## src/rtl/qdrpc_cfg.svh

```systemverilog
// Purpose: Offsets, field positions, reset values and timing counts
// Assumes: 50 MHz system clock
// Notes: Included by the control block, the host model and the testbench
`ifndef QDRPC_CFG_SVH
`define QDRPC_CFG_SVH

// Register byte offsets
`define QDRPC_OFS_CMD 5'h00
`define QDRPC_OFS_STAT 5'h04
`define QDRPC_OFS_CH0 5'h08
`define QDRPC_OFS_CH1 5'h0c
`define QDRPC_OFS_CH2 5'h10
`define QDRPC_OFS_CH3 5'h14

// Command word fields
`define QDRPC_CODE_HI 23
`define QDRPC_CODE_LO 20
`define QDRPC_CHAN_HI 19
`define QDRPC_CHAN_LO 16

// Command codes
`define QDRPC_CMD_WRITE 4'h0
`define QDRPC_CMD_UPDATE 4'h1
`define QDRPC_CMD_WRITE_UPD_ALL 4'h2
`define QDRPC_CMD_WRITE_UPD 4'h3
`define QDRPC_CMD_PD_CHAN 4'h4
`define QDRPC_CMD_PD_CHIP 4'h5
`define QDRPC_CMD_REF_INT 4'h6
`define QDRPC_CMD_REF_EXT 4'h7
`define QDRPC_CMD_NOP 4'hf
`define QDRPC_CHAN_ALL 4'hf
`define QDRPC_CHAN_LAST 4'h3

// Reset values
`define QDRPC_RST_CODE 16'h0000
`define QDRPC_RST_CMD 24'h000000

// Power-up delays
`define QDRPC_CLK_NS 20
`define QDRPC_PWRUP_NS 10000
`define QDRPC_PWRUP_BIAS_NS 12000
`define QDRPC_PWRUP_CYC ((`QDRPC_PWRUP_NS + `QDRPC_CLK_NS - 1) / `QDRPC_CLK_NS)
`define QDRPC_PWRUP_BIAS_CYC ((`QDRPC_PWRUP_BIAS_NS + `QDRPC_CLK_NS - 1) / `QDRPC_CLK_NS)

`endif

```

## src/rtl/qdrpc_pkg.sv

```systemverilog
// Purpose: Types of the converter control block
// Assumes: Nothing
// Notes: Constants live in qdrpc_cfg.svh
package qdrpc_pkg;
  typedef logic [15:0] qdrpc_word_t;
  typedef logic [3:0] qdrpc_nib_t;
  typedef logic [9:0] qdrpc_cnt_t;
  // Which command last shut the reference off
  typedef enum logic {QDRPC_SRC_EXT, QDRPC_SRC_CHIP} qdrpc_refsrc_t;
endpackage : qdrpc_pkg

```

## src/rtl/qdrpc_top.sv

```systemverilog
// Purpose: Reference and power control of a quad voltage-output converter
// Assumes: Commands arrive as 24-bit words over Avalon-MM
// Notes: Options are picked by parameters at build time
`include "qdrpc_cfg.svh"

module qdrpc_top import qdrpc_pkg::*; #(
  parameter logic POR_EXT_REF = 1'b0,
  parameter logic POR_OPEN_OUT = 1'b0,
  parameter qdrpc_word_t POR_CODE = `QDRPC_RST_CODE
) (
  // Clock and reset
  input wire logic CLK_SYS,
  input wire logic RST_N,
  // Avalon-MM slave
  input wire logic [4:0] AVS_ADDRESS,
  input wire logic AVS_READ,
  input wire logic AVS_WRITE,
  input wire logic [31:0] AVS_WRITEDATA,
  input wire logic [3:0] AVS_BYTEENABLE,
  output logic [31:0] AVS_READDATA,
  output logic AVS_WAITREQUEST,
  // Load pin
  input wire logic ASYNC_LOAD_N,
  // Analog control
  output logic [63:0] ACTIVE_CODE,
  output logic [3:0] CH_DRIVE,
  output logic REF_DRIVE,
  output logic REF_EXT,
  output logic BIAS_ON,
  output logic SETTLE_BUSY
);

  localparam int SHORT_CYC = `QDRPC_PWRUP_CYC;
  localparam int LONG_CYC = `QDRPC_PWRUP_BIAS_CYC;

  // Bus slave state
  logic resp, next_resp;
  logic [31:0] rdata, next_rdata;
  logic [23:0] last_cmd, next_last_cmd;
  logic [31:0] rd_mux;
  logic cmd_go;

  // Load pin synchroniser
  logic ld_s1, ld_s2, ld_s3, ld_n;
  logic next_ld_s1, next_ld_s2, next_ld_s3, next_ld_n;
  logic load_act;

  // Command decode
  qdrpc_nib_t code, chan, mask, upd_v, pdm, pd_vec;
  qdrpc_word_t cmd_data;
  logic chan_ok, code_ok, exec, wr_in;

  // Per channel state
  qdrpc_word_t in_reg [4];
  qdrpc_word_t act [4];
  logic pd [4];
  qdrpc_word_t next_in [4];
  qdrpc_word_t next_act [4];
  logic next_pd [4];

  // Reference and settle state
  logic ref_ext, ref_on, next_ref_ext, next_ref_on;
  qdrpc_refsrc_t ref_src, next_ref_src;
  qdrpc_cnt_t settle, next_settle;
  logic wake, all_off;

  // One wait state per access
  assign AVS_WAITREQUEST = (AVS_READ || AVS_WRITE) && !resp;
  assign AVS_READDATA = rdata;
  assign cmd_go = AVS_WRITE && resp && (AVS_ADDRESS == `QDRPC_OFS_CMD)
                  && (AVS_BYTEENABLE[2:0] == 3'h7);

  always_comb begin
    rd_mux = 32'h00000000;
    case (AVS_ADDRESS)
      `QDRPC_OFS_CMD: rd_mux = {8'h00, last_cmd};
      `QDRPC_OFS_STAT: rd_mux = {23'h000000, !ld_n, SETTLE_BUSY, BIAS_ON, ref_on, ref_ext,
                                 pd_vec};
      `QDRPC_OFS_CH0: rd_mux = {act[0], in_reg[0]};
      `QDRPC_OFS_CH1: rd_mux = {act[1], in_reg[1]};
      `QDRPC_OFS_CH2: rd_mux = {act[2], in_reg[2]};
      `QDRPC_OFS_CH3: rd_mux = {act[3], in_reg[3]};
      default: rd_mux = 32'h00000000;
    endcase
  end

  always_comb begin
    next_resp = (AVS_READ || AVS_WRITE) && !resp;
    next_rdata = rdata;
    next_last_cmd = last_cmd;
    if (AVS_READ && !resp) begin
      next_rdata = rd_mux;
    end
    if (exec) begin
      next_last_cmd = AVS_WRITEDATA[23:0];
    end
  end

  always_ff @(posedge CLK_SYS) begin
    if (!RST_N) begin
      resp <= 1'b0;
      rdata <= 32'h00000000;
      last_cmd <= `QDRPC_RST_CMD;
    end else begin
      resp <= next_resp;
      rdata <= next_rdata;
      last_cmd <= next_last_cmd;
    end
  end

  // Pin filter reads only the second and third stages
  always_comb begin
    next_ld_s1 = ASYNC_LOAD_N;
    next_ld_s2 = ld_s1;
    next_ld_s3 = ld_s2;
    next_ld_n = (ld_s2 == ld_s3) ? ld_s3 : ld_n;
  end

  always_ff @(posedge CLK_SYS) begin
    if (!RST_N) begin
      ld_s1 <= 1'b1;
      ld_s2 <= 1'b1;
      ld_s3 <= 1'b1;
      ld_n <= 1'b1;
    end else begin
      ld_s1 <= next_ld_s1;
      ld_s2 <= next_ld_s2;
      ld_s3 <= next_ld_s3;
      ld_n <= next_ld_n;
    end
  end

  assign load_act = !ld_n;

  // Command word layout
  assign code = AVS_WRITEDATA[`QDRPC_CODE_HI:`QDRPC_CODE_LO];
  assign chan = AVS_WRITEDATA[`QDRPC_CHAN_HI:`QDRPC_CHAN_LO];
  assign cmd_data = AVS_WRITEDATA[15:0];
  assign chan_ok = (chan <= `QDRPC_CHAN_LAST) || (chan == `QDRPC_CHAN_ALL);
  assign code_ok = (code <= `QDRPC_CMD_REF_EXT) || (code == `QDRPC_CMD_NOP);
  assign exec = cmd_go && chan_ok && code_ok;
  assign mask = (chan == `QDRPC_CHAN_ALL) ? 4'hf : (4'h1 << chan[1:0]);

  always_comb begin
    wr_in = 1'b0;
    upd_v = 4'h0;
    pdm = 4'h0;
    if (exec) begin
      case (code)
        `QDRPC_CMD_WRITE: wr_in = 1'b1;
        `QDRPC_CMD_UPDATE: upd_v = mask;
        `QDRPC_CMD_WRITE_UPD_ALL: begin
          wr_in = 1'b1;
          upd_v = 4'hf;
        end
        `QDRPC_CMD_WRITE_UPD: begin
          wr_in = 1'b1;
          upd_v = mask;
        end
        `QDRPC_CMD_PD_CHAN: pdm = mask;
        `QDRPC_CMD_PD_CHIP: pdm = 4'hf;
        default: wr_in = 1'b0;
      endcase
    end
    if (load_act) begin
      upd_v = 4'hf;
    end
  end

  // Per channel registers and power state
  genvar gi;
  generate
    for (gi = 0; gi < 4; gi++) begin : g_ch
      always_comb begin
        next_in[gi] = in_reg[gi];
        next_act[gi] = act[gi];
        next_pd[gi] = pd[gi];
        if (wr_in && mask[gi]) begin
          next_in[gi] = cmd_data;
        end
        if (upd_v[gi]) begin
          next_act[gi] = next_in[gi];
          next_pd[gi] = 1'b0;
        end else if (pdm[gi]) begin
          next_pd[gi] = 1'b1;
        end
      end

      always_ff @(posedge CLK_SYS) begin
        if (!RST_N) begin
          in_reg[gi] <= POR_CODE;
          act[gi] <= POR_CODE;
          pd[gi] <= POR_OPEN_OUT;
        end else begin
          in_reg[gi] <= next_in[gi];
          act[gi] <= next_act[gi];
          pd[gi] <= next_pd[gi];
        end
      end

      assign pd_vec[gi] = pd[gi];
      assign CH_DRIVE[gi] = !pd[gi];
      assign ACTIVE_CODE[gi*16 +: 16] = act[gi];

    end
  endgenerate

  // Reference mode, reference power and settle timer
  assign wake = |(upd_v & pd_vec);
  assign all_off = (&pd_vec) && !ref_on;

  always_comb begin
    next_ref_ext = ref_ext;
    next_ref_on = ref_on;
    next_ref_src = ref_src;
    next_settle = settle;
    if (settle != 10'h000) begin
      next_settle = settle - 10'h001;
    end
    if (exec && code == `QDRPC_CMD_REF_INT) begin
      next_ref_ext = 1'b0;
      next_ref_on = 1'b1;
    end else if (exec && code == `QDRPC_CMD_REF_EXT) begin
      next_ref_ext = 1'b1;
      next_ref_on = 1'b0;
      next_ref_src = QDRPC_SRC_EXT;
    end else if (exec && code == `QDRPC_CMD_PD_CHIP) begin
      next_ref_on = 1'b0;
      next_ref_src = QDRPC_SRC_CHIP;
    end
    // Only a chip power-down lets channel updates wake the reference
    if (|upd_v && !ref_on && next_ref_src == QDRPC_SRC_CHIP && !next_ref_ext) begin
      next_ref_on = 1'b1;
    end
    if (wake) begin
      next_settle = all_off ? 10'(LONG_CYC) : 10'(SHORT_CYC);
    end
  end

  always_ff @(posedge CLK_SYS) begin
    if (!RST_N) begin
      ref_ext <= POR_EXT_REF;
      ref_on <= !POR_EXT_REF;
      ref_src <= QDRPC_SRC_EXT;
      settle <= 10'h000;
    end else begin
      ref_ext <= next_ref_ext;
      ref_on <= next_ref_on;
      ref_src <= next_ref_src;
      settle <= next_settle;
    end
  end

  assign REF_EXT = ref_ext;
  assign REF_DRIVE = ref_on;
  assign BIAS_ON = !all_off;
  assign SETTLE_BUSY = (settle != 10'h000);
endmodule : qdrpc_top

```

## config.mk

```make
export PLATFORM = sky130hd
export DESIGN_NAME = qdrpc_top
export DESIGN_NICKNAME = d
export VERILOG_FILES = /design/src/rtl/qdrpc_pkg.sv /design/src/rtl/qdrpc_top.sv
export VERILOG_INCLUDE_DIRS = /design/src /design/src/rtl
export SDC_FILE = /design/constraint.sdc
export NUM_CORES = 1
export LEC_CHECK = 0
export BUFFER_PORTS_ARGS = -buffer_cell sky130_fd_sc_hd__buf_2
export CAP_MARGIN = 5
export CELL_PAD_IN_SITES_DETAIL_PLACEMENT = 1
export CELL_PAD_IN_SITES_GLOBAL_PLACEMENT = 1
export CORE_MARGIN = 2
export CORE_UTILIZATION = 38
export DETAILED_ROUTE_END_ITERATION = 6
export PLACE_DENSITY_LB_ADDON = 0.1
export SLEW_MARGIN = 15
export SYNTH_ARGS = -nofsm -noshare
export SYNTH_HDL_FRONTEND = slang
export SYNTH_SLANG_ARGS = --single-unit
```

## constraint.sdc

```tcl
create_clock -name CLK_SYS -period 2.17 [get_ports CLK_SYS]
set_clock_uncertainty 0.05 [all_clocks]
set_input_delay 0.217 -clock CLK_SYS [delete_from_list [all_inputs] [get_ports CLK_SYS]]
set_output_delay 0.217 -clock CLK_SYS [all_outputs]
set_load 0.02 [all_outputs]
```

==> results.md <==
- Largest net degree at the start of global routing: 86
- Leakage dissipation: between 4 and 5 nW
- Core box area: between 20000 and 25000 um^2
- Critical path class: reg2out
- Gr usage total: between 20% and 30%
- Die Span X: around 150 um
- Final HPWL DP: between 20 and 25 mm
- Placed cell count: between 1000 and 1500
- Routed Wire Length: around 32 mm
- Hold_sp: AVS_WRITEDATA[22]
- Finished Layout Cells: between 1000 and 1500
- Fmax: about 440 MHz
- Cell area after layout: roughly 11000 um^2
- Clock slew at reported path FFs: about 0.060 ns
- Failing checks: negative setup slack
- Ant. Diodes: 0
- Number of port buffers: 141
- Vias per Instance: around 5.7
- Setup WS post-layout: -0.0785 ns
- Hold Path End: last_cmd[22]
- Detail Route Antenna Nets: 0
- Fin util: between 50% and 60%
- Avg Inst Size Synth: ~9.2 um^2
- # rows: 54
- Yosys reg bits: 206
- CP max stage cell: or4b_4
- Most frequent cell after synthesis: dfxtp_1
- Relative slew slack: 58.0%
- Root Buffer: clkbuf_16
- Clk sinks: between 200 and 250
- Largest area contributor in the netlist: dfxtp_1
- Mapped Nets: between 900 and 1000
- Post-DP Area: 9920 um^2
- DR pass1 iterations: 6
- Initial DRC Count: between 500 and 600
- Crit Path Max Fanout: 2
- Die Area: between 20000 and 25000 um^2
- Post-Syn Area: ~8500 um^2
- CTS Buffer Depth: 3
- Final hold vios: 0
- Slew Viols, Final: 0
- Routed len/inst: roughly 22 um
- Cell-by-cell trace of the critical path: inv_2 -> ha_4 -> or4b_4 -> or3_4 -> buf_6
- Seq/Total Area, Yosys: approximately 48%
- CP Capture Type: primary output
- CTS tree: yes
- Total Power: between 9 and 10 mW
- Global-route wire length before repair: around 48 mm
- Worst setup SP type: flop
- Area grow syn2layout: 29.8%
- H-tree depth: 1
- Top post-synthesis cells by count: dfxtp_1 (206), a21oi_1 (117), nand2_1 (102)
- Reg-to-reg slack, setup: about 0.18 ns
- Initial Util: 38.9%
- R2R cell count: 8
- Global route overflow: 0
- Antenna violations before repair: 2
- Gate Count Post-Synth: around 930
- DRC Markers: 0
- Filler cells: roughly 2600
- Worst r2r src: resp
- RSZ-0062 raised after global routing: yes
- Share of the synthesized area in the top cell type: 48.4%
- Required time of the critical path: between 1.5 and 2 ns
- Fin crit period: 2.25 ns
- CTS buffer count: 23
- Critical register-to-register path endpoint: act[3][4]
- Finish-stage setup viols: 1
- Share of layout cells above drive strength 1: around 26%
- Synth area leaders: dfxtp_1 (48%), mux2i_1 (8.2%), a21oi_1 (6.9%), nand2_1 (4.5%), a222oi_1 (3.8%)
- Number of global-route vias before repair: about 8200
- Hold Path Stages: 3
- Worst hold path type: in2reg
- Ys flop type: dfxtp_1
- EDFF count, synth: 0
- Arrival time worst endpoint: around 2.0 ns
- Total number of vias: 8051
- RD Place Congestion: approximately 0.8
- Worst-margin pin slew: between 0.6 and 0.7 ns
- Fraction of registers with async set/reset: 0%
- Final nets: around 1200
- Clk_lat worst skew: around 0.52 ns
- Setup TNS: -0.0785 ns
- Status: complete, but fails checks
- Final Cycle Share: 104%
- Worst vdd ir: roughly 0.00048 V
- Slowest Stage Delay on Critical Path: between 0.4 and 0.5 ns
- MaxCap Viol Count: 0
- Yosys Warn Count: 0
- Distinct cells, synth: 64
- Power Dens Cells: 816 nW/um^2
- Die Y: 154 um
- Total I/O pin count: roughly 150
-- metal layers --
| metal | vias up | GRT usage (%) | part of all wire (%) |
|---|---|---|---|
| li1 | 3764 | - | - |
| met5 | - | 0 | 0.085 |
| met1 | 4014 | 30.5 | 40 |
| met4 | 4 | 5.77 | 2.0 |
| met2 | 225 | 49.2 | 52 |
| met3 | 44 | 4.51 | 5.6 |
-- cells in the final DEF, fill, tap and decap left out, types with 15 or more instances in the layout --
| master | Yosys | final |
|---|---|---|
| a21o_1 | 24 | 24 |
| nand2_1 | 102 | 102 |
| o21ai_0 | 58 | 58 |
| dlygate4sd3_1 | 0 | 21 |
| buf_4 | 1 | 56 |
| mux2i_1 | 70 | 70 |
| buf_12 | 0 | 15 |
| buf_2 | 18 | 139 |
| nor2_1 | 77 | 77 |
| o21ai_1 | 16 | 16 |
| a22oi_1 | 16 | 16 |
| clkbuf_16 | 0 | 24 |
| a21oi_1 | 117 | 117 |
| a222oi_1 | 32 | 32 |
| dfxtp_1 | 206 | 202 |
| a31oi_1 | 16 | 16 |
-- cell families after synthesis --
kind of cell    synth area share, %
simple gates                   13.8
xor+xnor                      0.719
mux                            8.22
fa+ha+maj                     0.147
buf+inv                        4.58
flops                          48.4
compound gates                 24.2
-- report_power, final --
| part | internal (mW) | switching (mW) |
|---|---|---|
| registers | 3.87 | 0.0742 |
| clock network | 2.47 | 1.60 |
| logic | 0.454 | 0.567 |
-- stage by stage --
| step | worst slack, ns | hold slack, ns |
|---|---|---|
| 2_1_floorplan | 0.0558 | 0.268 |
| 3_3_place_gp | 0.0712 | 0.359 |
| 3_5_place_dp | 0.0430 | 0.348 |
| 4_1_cts | -0.0763 | 0.000659 |
| 5_1_grt | -0.124 | 0.0197 |
| 6_report | -0.0785 | 0.00879 |
-- area by class of cell --
| class | instances | area, um^2 | share of cell area (%) |
|---|---|---|---|
| clock buffer | 30 | 652 | 5.89 |
| clock inverter | 11 | 134 | 1.21 |
| multi-input combinational | 636 | 4060 | 36.7 |
| sequential | 206 | 4130 | 37.3 |
| tap | 280 | 350 | 3.17 |
| inverter | 12 | 46.3 | 0.418 |
| timing repair buffer | 236 | 1690 | 15.3 |
-- worst max-delay path, delay by kind of cell, from the launching register on --
| family | cells | cell delay [ns] |
|---|---|---|
| fa+ha+maj | 1 | 0.12 |
| buf+inv | 2 | 0.21 |
| simple gates | 2 | 0.82 |
| flops | 1 | 0.32 |
-- how the worst max path moves through the flow --
| stage | startpoint | end | depth (start not counted) |
|---|---|---|---|
| 6_report | settle[0] | SETTLE_BUSY | 5 |
| 5_1_grt | settle[0] | SETTLE_BUSY | 5 |
| 4_1_cts | settle[0] | SETTLE_BUSY | 5 |
| 3_5_place_dp | AVS_ADDRESS[4] | act[3][3] | 8 |
| 3_3_place_gp | settle[0] | AVS_READDATA[7] | 7 |
| 2_1_floorplan | settle[0] | settle[6] | 8 |
-- timing repair --
item | CTS | global route
endpoints found under the hold margin | 23 | 0
hold buffers | 21 | 0
pin swaps | 2 | 1
gates cloned | 0 | 1
resized for setup | 11 | 7
endpoints found under the setup margin | 2 | 48
setup buffers | 5 | 2
Note: power is estimated with default switching activity, not from simulation.
